==> config.mk <==
export PLATFORM = sky130hd
export DESIGN_NAME = zcd_top
export DESIGN_NICKNAME = d
export VERILOG_FILES = /design/src/common/zcd_pkg.sv /design/src/design/zcd_sync.sv /design/src/design/zcd_edge.sv /design/src/design/zcd_top.sv
export SDC_FILE = /design/constraint.sdc
export NUM_CORES = 1
export LEC_CHECK = 0
export ABC_AREA = 1
export BUFFER_PORTS_ARGS = -buffer_cell sky130_fd_sc_hd__buf_2
export CAP_MARGIN = 10
export CORE_MARGIN = 2
export CORE_UTILIZATION = 40
export CTS_CLUSTER_SIZE = 30
export DETAILED_ROUTE_END_ITERATION = 16
export PLACE_DENSITY = 0.79
export SYNTH_ARGS = -nofsm -noshare
export SYNTH_HDL_FRONTEND = slang
export SYNTH_HIERARCHICAL = 1
export SYNTH_SLANG_ARGS = --single-unit
==> constraint.sdc <==
create_clock -name sys_clk -period 2.4 [get_ports sys_clk]
set_input_delay 0.24 -clock sys_clk [delete_from_list [all_inputs] [get_ports sys_clk]]
set_output_delay 0.24 -clock sys_clk [all_outputs]
set_load 0.01 [all_outputs]
==> src/common/zcd_pkg.sv <==
// Purpose: Shared constants for the zero-cross detector logic
// Assumes: 8-bit control register, plain register port
// Notes: Offsets are byte-free indices on the plain port
package zcd_pkg;
    // Register addresses
    localparam logic [1:0] ADDR_CTRL = 2'h0;
    localparam logic [1:0] ADDR_FLAG = 2'h1;
    localparam logic [1:0] ADDR_IRQEN = 2'h2;
    // Control register field positions
    localparam int BIT_EN = 7;
    localparam int BIT_OUT = 5;
    localparam int BIT_INV = 4;
    localparam int BIT_RISE = 1;
    localparam int BIT_FALL = 0;
    // Flag register field position
    localparam int BIT_FLAG = 0;
    // Reset values
    localparam logic RST_INV = 1'h0;
    localparam logic RST_RISE = 1'h0;
    localparam logic RST_FALL = 1'h0;
    localparam logic RST_FLAG = 1'h0;
    localparam logic RST_IRQEN = 1'h0;
    localparam logic RST_SYNC = 1'h0;
    // Synchroniser depth
    localparam int SYNC_STAGES = 2;
endpackage : zcd_pkg

==> src/design/zcd_sync.sv <==
// Purpose: Two-flop synchroniser for the analog detector level
// Assumes: Input is asynchronous to sys_clk
// Notes: Only the last stage is read outside
`timescale 1ns/1ps
`default_nettype none
module zcd_sync (
    // Clock and reset
    input wire logic sys_clk,
    input wire logic sys_rst,
    // Level in and out
    input wire logic asyncIn,
    output logic syncOut
);
    logic meta_r;
    logic stable_r;
    ////////////////////////////////////////////////////////////////////////////////
    // First stage feeds only the second; metastability settles here
    always_ff @(posedge sys_clk or posedge sys_rst) begin
        if (sys_rst) begin
            meta_r <= zcd_pkg::RST_SYNC;
            stable_r <= zcd_pkg::RST_SYNC;
        end else begin
            meta_r <= asyncIn;
            stable_r <= meta_r;
        end
    end
    assign syncOut = stable_r;
endmodule : zcd_sync
`default_nettype wire

==> src/design/zcd_edge.sv <==
// Purpose: Rise and fall detector on a synchronous level
// Assumes: Level is already in the sys_clk domain
// Notes: Pulses are one cycle, combinational from previous-sample flop
`timescale 1ns/1ps
`default_nettype none
module zcd_edge (
    // Clock and reset
    input wire logic sys_clk,
    input wire logic sys_rst,
    // Level in
    input wire logic level,
    // Edge pulses
    output logic rise,
    output logic fall
);
    logic prev_r;
    logic primed_r;
    ////////////////////////////////////////////////////////////////////////////////
    // Previous sample; first cycle after reset only primes, so no false edge
    always_ff @(posedge sys_clk or posedge sys_rst) begin
        if (sys_rst) begin
            prev_r <= 1'h0;
            primed_r <= 1'h0;
        end else begin
            prev_r <= level;
            primed_r <= 1'h1;
        end
    end
    assign rise = primed_r & level & ~prev_r;
    assign fall = primed_r & ~level & prev_r;
endmodule : zcd_edge
`default_nettype wire

==> src/design/zcd_top.sv <==
// Purpose: Digital side of the zero-cross detector
// Assumes: Detector level is asynchronous; register port on sys_clk
// Notes: Contract
// Contract
// - Analog stage sinks above reference, sources below; that state feeds logic.
// - Non-inverted status bit is 1 while sinking, 0 while sourcing.
// - Invert bit set flips status: 1 means sourcing.
// - Inversion acts even when module enable is clear.
// - Rise and fall detectors watch the polarity-adjusted output.
// - Flag sets when an edge fires with its own enable set.
// - Rise enable qualifies rising edges, fall enable falling; both allowed.
// - Writing the invert bit may toggle output and set the flag.
// - Flag is cleared only by a software write.
// - Qualified edge in the clear cycle wins; flag stays 1.
// - Control bits: enable 7, status 5, invert 4, rise 1, fall 0.
// - Enabled: pin driven by analog stage; disabled: normal pin controls.
// - Enable reset value comes from the default-off configuration bit; the code resets it to 0 and loads the inverted strap on the first clock after release.
//
// Added by the designer: the register offsets and strobed register access.
`timescale 1ns/1ps
`default_nettype none
module zcd_top (
    // Clock and reset
    input wire logic sys_clk,
    input wire logic sys_rst,
    // Configuration strap
    input wire logic crossingDefaultOffCfg,
    // Analog front end
    input wire logic detectorSinking,
    output logic analogEnable,
    // Pin steering
    output logic pinForcedAnalog,
    // Register port
    input wire logic [1:0] regAddr,
    input wire logic [7:0] regWdata,
    input wire logic regWr,
    input wire logic regRd,
    output logic [7:0] regRdata,
    // Event outputs
    output logic crossingIrqFlag,
    output logic crossingIrqReq,
    output logic crossingOut
);
    logic enable_r;
    logic strapped_r;
    logic outputInvert_r;
    logic riseEventEnable_r;
    logic fallEventEnable_r;
    logic crossingIrqEnable_r;
    logic flag_r;
    logic flag_nxt;
    logic sinkSync;
    logic statusBit;
    logic riseEv;
    logic fallEv;
    logic setEv;
    logic clearFlag;
    logic ctrlWrite;
    logic flagWrite;
    logic irqenWrite;
    logic [7:0] rdata_r;
    logic [7:0] rdata_nxt;

    ////////////////////////////////////////////////////////////////////////////////
    // Synchronise the raw sink/source state
    zcd_sync u_sync (
        .sys_clk(sys_clk),
        .sys_rst(sys_rst),
        .asyncIn(detectorSinking),
        .syncOut(sinkSync)
    );

    // Inversion is outside the enable so it always acts
    assign statusBit = sinkSync ^ outputInvert_r;
    // Unregistered route to neighbouring peripherals
    assign crossingOut = statusBit;

    zcd_edge u_edge (
        .sys_clk(sys_clk),
        .sys_rst(sys_rst),
        .level(statusBit),
        .rise(riseEv),
        .fall(fallEv)
    );

    ////////////////////////////////////////////////////////////////////////////////
    // Qualified edges; an invert write toggles statusBit and so lands here too
    assign setEv = (riseEv & riseEventEnable_r) | (fallEv & fallEventEnable_r);

    // One decode for every register write, so the three stay in step
    function automatic logic hitWrite(
        input logic wr,
        input logic [1:0] addr,
        input logic [1:0] target
    );
        return wr && addr == target;
    endfunction : hitWrite

    assign ctrlWrite = hitWrite(regWr, regAddr, zcd_pkg::ADDR_CTRL);
    assign flagWrite = hitWrite(regWr, regAddr, zcd_pkg::ADDR_FLAG);
    assign irqenWrite = hitWrite(regWr, regAddr, zcd_pkg::ADDR_IRQEN);
    // Writing 0 clears; writing 1 leaves the flag alone
    assign clearFlag = flagWrite && !regWdata[zcd_pkg::BIT_FLAG];

    // Set beats clear; nothing else clears the flag
    always_comb begin
        flag_nxt = flag_r;
        if (clearFlag) begin
            flag_nxt = 1'h0;
        end
        if (setEv) begin
            flag_nxt = 1'h1;
        end
    end

    always_ff @(posedge sys_clk or posedge sys_rst) begin
        if (sys_rst) begin
            flag_r <= zcd_pkg::RST_FLAG;
        end else begin
            flag_r <= flag_nxt;
        end
    end

    ////////////////////////////////////////////////////////////////////////////////
    // Enable: strap captured on the first clock after release, not in reset
    always_ff @(posedge sys_clk or posedge sys_rst) begin
        if (sys_rst) begin
            enable_r <= 1'h0;
            strapped_r <= 1'h0;
        end else if (!strapped_r) begin
            strapped_r <= 1'h1;
            enable_r <= ~crossingDefaultOffCfg;
        end else if (ctrlWrite) begin
            enable_r <= regWdata[zcd_pkg::BIT_EN];
        end
    end

    // Control bits other than enable
    always_ff @(posedge sys_clk or posedge sys_rst) begin
        if (sys_rst) begin
            outputInvert_r <= zcd_pkg::RST_INV;
            riseEventEnable_r <= zcd_pkg::RST_RISE;
            fallEventEnable_r <= zcd_pkg::RST_FALL;
        end else if (ctrlWrite) begin
            outputInvert_r <= regWdata[zcd_pkg::BIT_INV];
            riseEventEnable_r <= regWdata[zcd_pkg::BIT_RISE];
            fallEventEnable_r <= regWdata[zcd_pkg::BIT_FALL];
        end
    end

    // Local interrupt enable
    always_ff @(posedge sys_clk or posedge sys_rst) begin
        if (sys_rst) begin
            crossingIrqEnable_r <= zcd_pkg::RST_IRQEN;
        end else if (irqenWrite) begin
            crossingIrqEnable_r <= regWdata[0];
        end
    end

    ////////////////////////////////////////////////////////////////////////////////
    // Read mux; unused bits and unmapped addresses read zero
    always_comb begin
        rdata_nxt = 8'h00;
        case (regAddr)
            zcd_pkg::ADDR_CTRL: begin
                rdata_nxt[zcd_pkg::BIT_EN] = enable_r;
                rdata_nxt[zcd_pkg::BIT_OUT] = statusBit;
                rdata_nxt[zcd_pkg::BIT_INV] = outputInvert_r;
                rdata_nxt[zcd_pkg::BIT_RISE] = riseEventEnable_r;
                rdata_nxt[zcd_pkg::BIT_FALL] = fallEventEnable_r;
            end
            zcd_pkg::ADDR_FLAG: begin
                rdata_nxt[zcd_pkg::BIT_FLAG] = flag_r;
            end
            zcd_pkg::ADDR_IRQEN: begin
                rdata_nxt[0] = crossingIrqEnable_r;
            end
            default: begin
                rdata_nxt = 8'h00;
            end
        endcase
    end

    // Read data valid the cycle after the strobe, zero otherwise
    always_ff @(posedge sys_clk or posedge sys_rst) begin
        if (sys_rst) begin
            rdata_r <= 8'h00;
        end else begin
            rdata_r <= regRd ? rdata_nxt : 8'h00;
        end
    end

    ////////////////////////////////////////////////////////////////////////////////
    // Outputs; outer gates live in the interrupt controller
    assign regRdata = rdata_r;
    assign crossingIrqFlag = flag_r;
    assign crossingIrqReq = flag_r & crossingIrqEnable_r;
    assign analogEnable = enable_r;
    assign pinForcedAnalog = enable_r;

    ////////////////////////////////////////////////////////////////////////////////
    // Checks
    property p_setwins;
        @(posedge sys_clk) disable iff (sys_rst) setEv |=> flag_r;
    endproperty
    a_setwins: assert property (p_setwins) else $error("flag lost on edge");

    property p_noselfclear;
        @(posedge sys_clk) disable iff (sys_rst) flag_r && !clearFlag |=> flag_r;
    endproperty
    a_noselfclear: assert property (p_noselfclear) else $error("flag self cleared");

    property p_rise;
        @(posedge sys_clk) disable iff (sys_rst)
            $rose(statusBit) && riseEventEnable_r && $past(strapped_r) |=> flag_r;
    endproperty
    a_rise: assert property (p_rise) else $error("rise not flagged");

    property p_fall;
        @(posedge sys_clk) disable iff (sys_rst)
            $fell(statusBit) && fallEventEnable_r && $past(strapped_r) |=> flag_r;
    endproperty
    a_fall: assert property (p_fall) else $error("fall not flagged");

    property p_noset;
        @(posedge sys_clk) disable iff (sys_rst)
            !flag_r && !riseEventEnable_r && !fallEventEnable_r |=> !flag_r;
    endproperty
    a_noset: assert property (p_noset) else $error("flag set without enable");

    property p_polarity;
        @(posedge sys_clk) disable iff (sys_rst)
            !enable_r && $changed(outputInvert_r) && $stable(sinkSync) |-> $changed(statusBit);
    endproperty
    a_polarity: assert property (p_polarity) else $error("invert ignored while off");

    property p_sync;
        @(posedge sys_clk) disable iff (sys_rst)
            !outputInvert_r && $stable(outputInvert_r) && $changed(statusBit)
            |-> $past(detectorSinking, 2) == statusBit;
    endproperty
    a_sync: assert property (p_sync) else $error("sync depth wrong");

    property p_read;
        @(posedge sys_clk) disable iff (sys_rst)
            regRd && regAddr == zcd_pkg::ADDR_FLAG |=> regRdata[0] == $past(flag_r);
    endproperty
    a_read: assert property (p_read) else $error("flag read wrong");

    property p_pin;
        @(posedge sys_clk) disable iff (sys_rst)
            ctrlWrite && strapped_r |=> pinForcedAnalog == $past(regWdata[zcd_pkg::BIT_EN]);
    endproperty
    a_pin: assert property (p_pin) else $error("pin steering");

    property p_invflag;
        @(posedge sys_clk) disable iff (sys_rst)
            $changed(outputInvert_r) && $stable(sinkSync) && $past(strapped_r)
            && (statusBit ? riseEventEnable_r : fallEventEnable_r) |=> flag_r;
    endproperty
    a_invflag: assert property (p_invflag) else $error("invert write did not flag");

    property p_both;
        @(posedge sys_clk) disable iff (sys_rst)
            $changed(statusBit) && riseEventEnable_r && fallEventEnable_r && $past(strapped_r)
            |=> flag_r;
    endproperty
    a_both: assert property (p_both) else $error("edge missed with both enables");

    property p_clear;
        @(posedge sys_clk) disable iff (sys_rst) clearFlag && !setEv |=> !flag_r;
    endproperty
    a_clear: assert property (p_clear) else $error("flag clear ignored");

    property p_strap;
        @(posedge sys_clk) disable iff (sys_rst)
            $rose(strapped_r) |-> enable_r == !$past(crossingDefaultOffCfg);
    endproperty
    a_strap: assert property (p_strap) else $error("enable not loaded from strap");

    property p_ctrlkeep;
        @(posedge sys_clk) disable iff (sys_rst)
            !ctrlWrite |=> $stable(outputInvert_r) && $stable(riseEventEnable_r)
            && $stable(fallEventEnable_r);
    endproperty
    a_ctrlkeep: assert property (p_ctrlkeep) else $error("control bits moved");

    property p_first;
        @(posedge sys_clk) disable iff (sys_rst) !$past(strapped_r) |-> !setEv;
    endproperty
    a_first: assert property (p_first) else $error("edge event right after reset");

    property p_ctrlrd;
        @(posedge sys_clk) disable iff (sys_rst)
            regRd && regAddr == zcd_pkg::ADDR_CTRL
            |=> regRdata[zcd_pkg::BIT_OUT] == $past(statusBit);
    endproperty
    a_ctrlrd: assert property (p_ctrlrd) else $error("status bit read wrong");

    property p_rdidle;
        @(posedge sys_clk) disable iff (sys_rst) !regRd |=> regRdata == 8'h00;
    endproperty
    a_rdidle: assert property (p_rdidle) else $error("read data outside its cycle");

    property p_irqenrd;
        @(posedge sys_clk) disable iff (sys_rst)
            regRd && regAddr == zcd_pkg::ADDR_IRQEN
            |=> regRdata == {7'h00, $past(crossingIrqEnable_r)};
    endproperty
    a_irqenrd: assert property (p_irqenrd) else $error("irq enable read wrong");

    property p_unmapped;
        @(posedge sys_clk) disable iff (sys_rst)
            regRd && regAddr == 2'h3 |=> regRdata == 8'h00;
    endproperty
    a_unmapped: assert property (p_unmapped) else $error("unmapped read not zero");
endmodule : zcd_top
`default_nettype wire

After elaboration in Yosys (flattened, before gate mapping)
Cells that the tools add are included.
- reduce and logical (&&, ||, !) cells: 7
- bitwise gates (word level): 12
- div/mod/pow operators: 0
- shift-type cells: 0
- equality and inequality tests: 3
- $lt $le $gt $ge: 0
- $mul: 0
- add/sub/neg operators: 0
- muxes and demuxes: 9
- operators by type and width (cell ; count):
    two-way mux 8 bit ; 1
    bitwise AND 1 bit ; 7
    two-way mux 1 bit ; 6
    logical AND 1 bit ; 4
    inverter 1 bit ; 3
    case mux 1 bit (3 select lines) ; 1
    == test 2 x 1 -> 1 bit, second input constant ; 1
    == test 2 bit, second input constant ; 1
    logical NOT 2 bit ; 1
    two-way mux 2 bit ; 1
    != test 2 bit, second input constant ; 1
    nonzero test 2 bit ; 1
    logical NOT 1 bit ; 1
    OR 1 bit ; 1
    bitwise XOR 1 bit ; 1
- memories: 0
- bits in writable memories: 0
- output and inout bits: 13
- bits in latches: 0
- register bits: 18
- ROM bits: 0
- logic and storage cells: 42

Longest topological paths before layout
- depth after elaboration: 7
- gate-level depth with buffers: 8

Cells and area by module
Netlist, hierarchy kept.
- modules (own cells, without submodules) (module ; cells each ; instances ; area each (um2)):
    zcd_top ; 64 ; 1 ; 540.5
    zcd_edge ; 8 ; 1 ; 72.6
    zcd_sync ; 3 ; 1 ; 53.8

Worst setup path before layout
OpenSTA, ideal clock, no wires.
- path type: register to register
- start point: register u_sync.stable_r (netlist: u_sync/syncOut)
- end point: register flag_r (netlist: crossingIrqFlag)
- period minus slack after synthesis: 1041 ps
- cell stages (with the launch flop): 9
- path buffers: 0
- arrival: 918 ps
- slack: 1359 ps
- path through: dfrtp_1 > xnor2_1 > inv_1 > nand2_1 > nor2_1 > nand2_1 > nand2_1 > inv_1 > nand2_1
- elaborated cells between the ends (all ways): 11
- RTL lines (what ; RTL line ; text):
    from (decl) ; zcd_sync.sv:15 ; logic stable_r;
    from (signal assigned) ; zcd_sync.sv:21 ; stable_r <= zcd_pkg::RST_SYNC;
    from (signal assigned) ; zcd_sync.sv:24 ; stable_r <= meta_r;
    bitwise XOR 1 bit * ; zcd_top.sv:74 ; assign statusBit = sinkSync ^ outputInvert_r;
    named net crossingOut ; zcd_top.sv:42 ; output logic crossingOut
    bitwise AND 1 bit * (2 in series) ; zcd_edge.sv:29 ; assign rise = primed_r & level & ~prev_r;
    named net riseEv ; zcd_top.sv:54 ; logic riseEv;
    bitwise AND 1 bit * ; zcd_top.sv:88 ; assign setEv = (riseEv & riseEventEnable_r) | (fallEv & fallEventEnable_r);
    OR 1 bit * ; zcd_top.sv:88 ;
    two-way mux 1 bit or nonzero test 2 bit (tied branches) ; - ;
    to (signal assigned) ; zcd_top.sv:118 ; flag_r <= zcd_pkg::RST_FLAG;
    to (signal assigned) ; zcd_top.sv:120 ; flag_r <= flag_nxt;
    to (decl) ; zcd_top.sv:50 ; logic flag_r;
Mark *: on every way through the listed nets, which the timed path passes. The rest lies on a longest branch.
A chain may end at the register's enable or synchronous reset.

Final worst setup path
- start point: register outputInvert_r
- end point: output port crossingOut
- cells in the longest elaborated chain, start to end: 1
- ends and longest elaborated chain (what ; RTL line ; text):
    from (decl) ; zcd_top.sv:46 ; logic outputInvert_r;
    from (signal assigned) ; zcd_top.sv:141 ; outputInvert_r <= zcd_pkg::RST_INV;
    from (signal assigned) ; zcd_top.sv:145 ; outputInvert_r <= regWdata[zcd_pkg::BIT_INV];
    bitwise XOR 1 bit ; zcd_top.sv:74 ;
    to (decl) ; zcd_top.sv:42 ;
No other way between the ends.

==> out/qor.txt <==
status - complete, no violations
Synth Register Bits - 16
CORE AREA - 0.00154 mm^2
GR Util met2 - 22.9%
CP startpoint - outputInvert_r
WHS Path Cells - 1
WHS - 63.5 ps
layout cells sized above 1 - 26.5%
Worst setup EP type - primary output
largest net degree at the start of global routing - 13
skew final - 0.588 ps
worst slack, placed - 1300 ps
Routed Antenna Nets - 0
met1 GRT Util - 14.1%
Mean Syn Cell Area - 8.89 um^2
CTS Buffer Depth - 2
Die Span Y - 44.8 um
Worst Setup Start Kind - register
reg2reg end - crossingIrqFlag
Syn Inst Count - 75
global placer's final weighted congestion - 0.725
Hold Vio Cnt, Final - 0
CTS H-tree lvls - 1
TritonCTS clock tree - yes
Max FO, Critical Path - 4
n_diodes - 0
gr busiest metal - met2
Worst Setup EP - crossingOut
DRC - 0
CTS clk-pin slew, worst paths - 80 ps
Die W - 44.8 um
Pleak - 0.476 nW
drt pass-1 iters - 4
max-slew violations - 0
Setup TNS Final - 0 ps
first-pass GRT wire length - 1860 um
most common cell after layout, fill and taps aside - buf_2
initial antenna violation count - 0
cell taking the most area after synthesis - dfrtp_1
CTS root buf - clkbuf_4
max frequency - 735 MHz
Distinct cells, synth - 13
Area growth syn-to-layout - 20.3%
Clock Sinks - 16
1st-iter DRT viols - 7
Post-DP HPWL - 832 um
area share of the largest cell type after synthesis - 60.0%
Vias/cell - 4.32
RSZ-0062 raised after global routing - no
Syn Std Cell Area - 667 um^2
routed via count - 493
fin nets - 116
synth warn - 6
Die ar. - 0.00201 mm^2
reg2reg start - outputInvert_r
Overflow after GRT - 0
Buffers on Ports - 21
gr usage total - 13.5%
row count - 14
Final period util - 56.7%
# IOs - 29
synth top area cells - dfrtp_1 60%, nand2_1 9.0%, inv_1 7.3%
Clock Latency Late Sink - 270 ps
final WL - 1050 um
worst vdd ir - 0.463 mV
crit path time final - 1360 ps
MaxCap Viol Count - 0
WL/cell - 9.25 um
most frequent cells in the layout - 21 x buf_2, 16 x nand2_1, 16 x dfrtp_1
CTS buffer count - 3
CP Class - register to primary output
setup ws final - 1040 ps
Worst Hold Class - primary input to register
R2R cell count - 8
met3 Use GR - 7.20%
vias in the first global route - 489
Power Density - 690 mW/mm^2
Final Setup Violations - 0
reg2reg setup slack - 1300 ps
CP required - 2160 ps
Crit path arrival time - 1120 ps
sequential share of the synthesized area - 60.0%
Starting Density - 43.3%
how the worst min path moves through the flow:
stage               startpoint               to  slack, ps
3_5_place_dp           sys_rst    u_edge/prev_r        110
5_1_grt        detectorSinking    u_sync/meta_r         40
3_3_place_gp           sys_rst  u_edge/primed_r        110
2_1_floorplan          sys_rst    u_edge/prev_r        -20
6_report       detectorSinking    u_sync/meta_r         60
4_1_cts        detectorSinking    u_sync/meta_r         60
critical path, stage by stage (launching register included):
cell and delay, ps:
dfrtp_1 400, xnor2_1 190, inv_1 110, buf_2 150
registers in the layout (all words and copies together) (netlist names):
name and flops:
u_edge/primed_r 1, crossingIrqEnable_r 1, u_edge/prev_r 1, riseEventEnable_r 1, strapped_r 1, fallEventEnable_r 1
regRdata 5, u_sync/syncOut 1, crossingIrqFlag 1, analogEnable 1, outputInvert_r 1, u_sync/meta_r 1
through the flow:
step,power (mW),instance area [um^2],util [%],std cells
6_report,0.553,802,52.0,114
5_1_grt,0.593,802,52.0,114
4_1_cts,0.559,802,52.0,114
3_5_place_dp,0.427,769,49.9,110
3_3_place_gp,0.423,769,49.9,110
2_1_floorplan,0.389,674,-,77
cell usage after synthesis:
master   count
nand2_1     16
inv_1       13
o21ai_0      3
dfrtp_1     16
o21ai_1      1
nor2_4       1
buf_4        4
nor2_1       8
xnor2_1      1
nand3_1      6
conb_1       3
nand2_2      1
a21oi_1      2
power breakdown:
group	leakage (nW)	internal, mW	total, mW	switching, mW
logic	0.266	0.0429	0.104	0.0609
clock network	0.0138	0.0581	0.132	0.0738
registers	0.196	0.299	0.318	0.0185
routing by layer:
layer  wire, um  up-vias
met5          0        -
met4          0        0
met3         71        0
met2        557       14
met1        426      219
li1           -      260
area by class of cell:
type                       instances  area (um^2)
clock buffer                       3         22.5
fill                             145          739
inverter                          13         48.8
multi-input combinational         44          195
sequential                        16          400
tap                               16         20.0
timing repair buffer              22          115
kinds of logic (layout without fill, tap and decap cells):
logic type                after synthesis  in the layout  share of synthesized area [%]
other                                   3              5                           1.69
DFF                                    16             16                           60.0
xor gates and xnor gates                1              1                           1.31
and+or+nand+nor                        32             32                           20.6
AOI/OAI and AO/OA                       6              6                           4.50
buffers and inverters                  17             38                           11.8
what timing repair did:
| item | CTS | global route |
|---|---|---|
| buffers inserted | 0 | 0 |
| hold buffers | 1 | 0 |
| resized for setup | 0 | 0 |
| hold endpoints to repair | 16 | 0 |
Power figures use the tool's default switching activity.
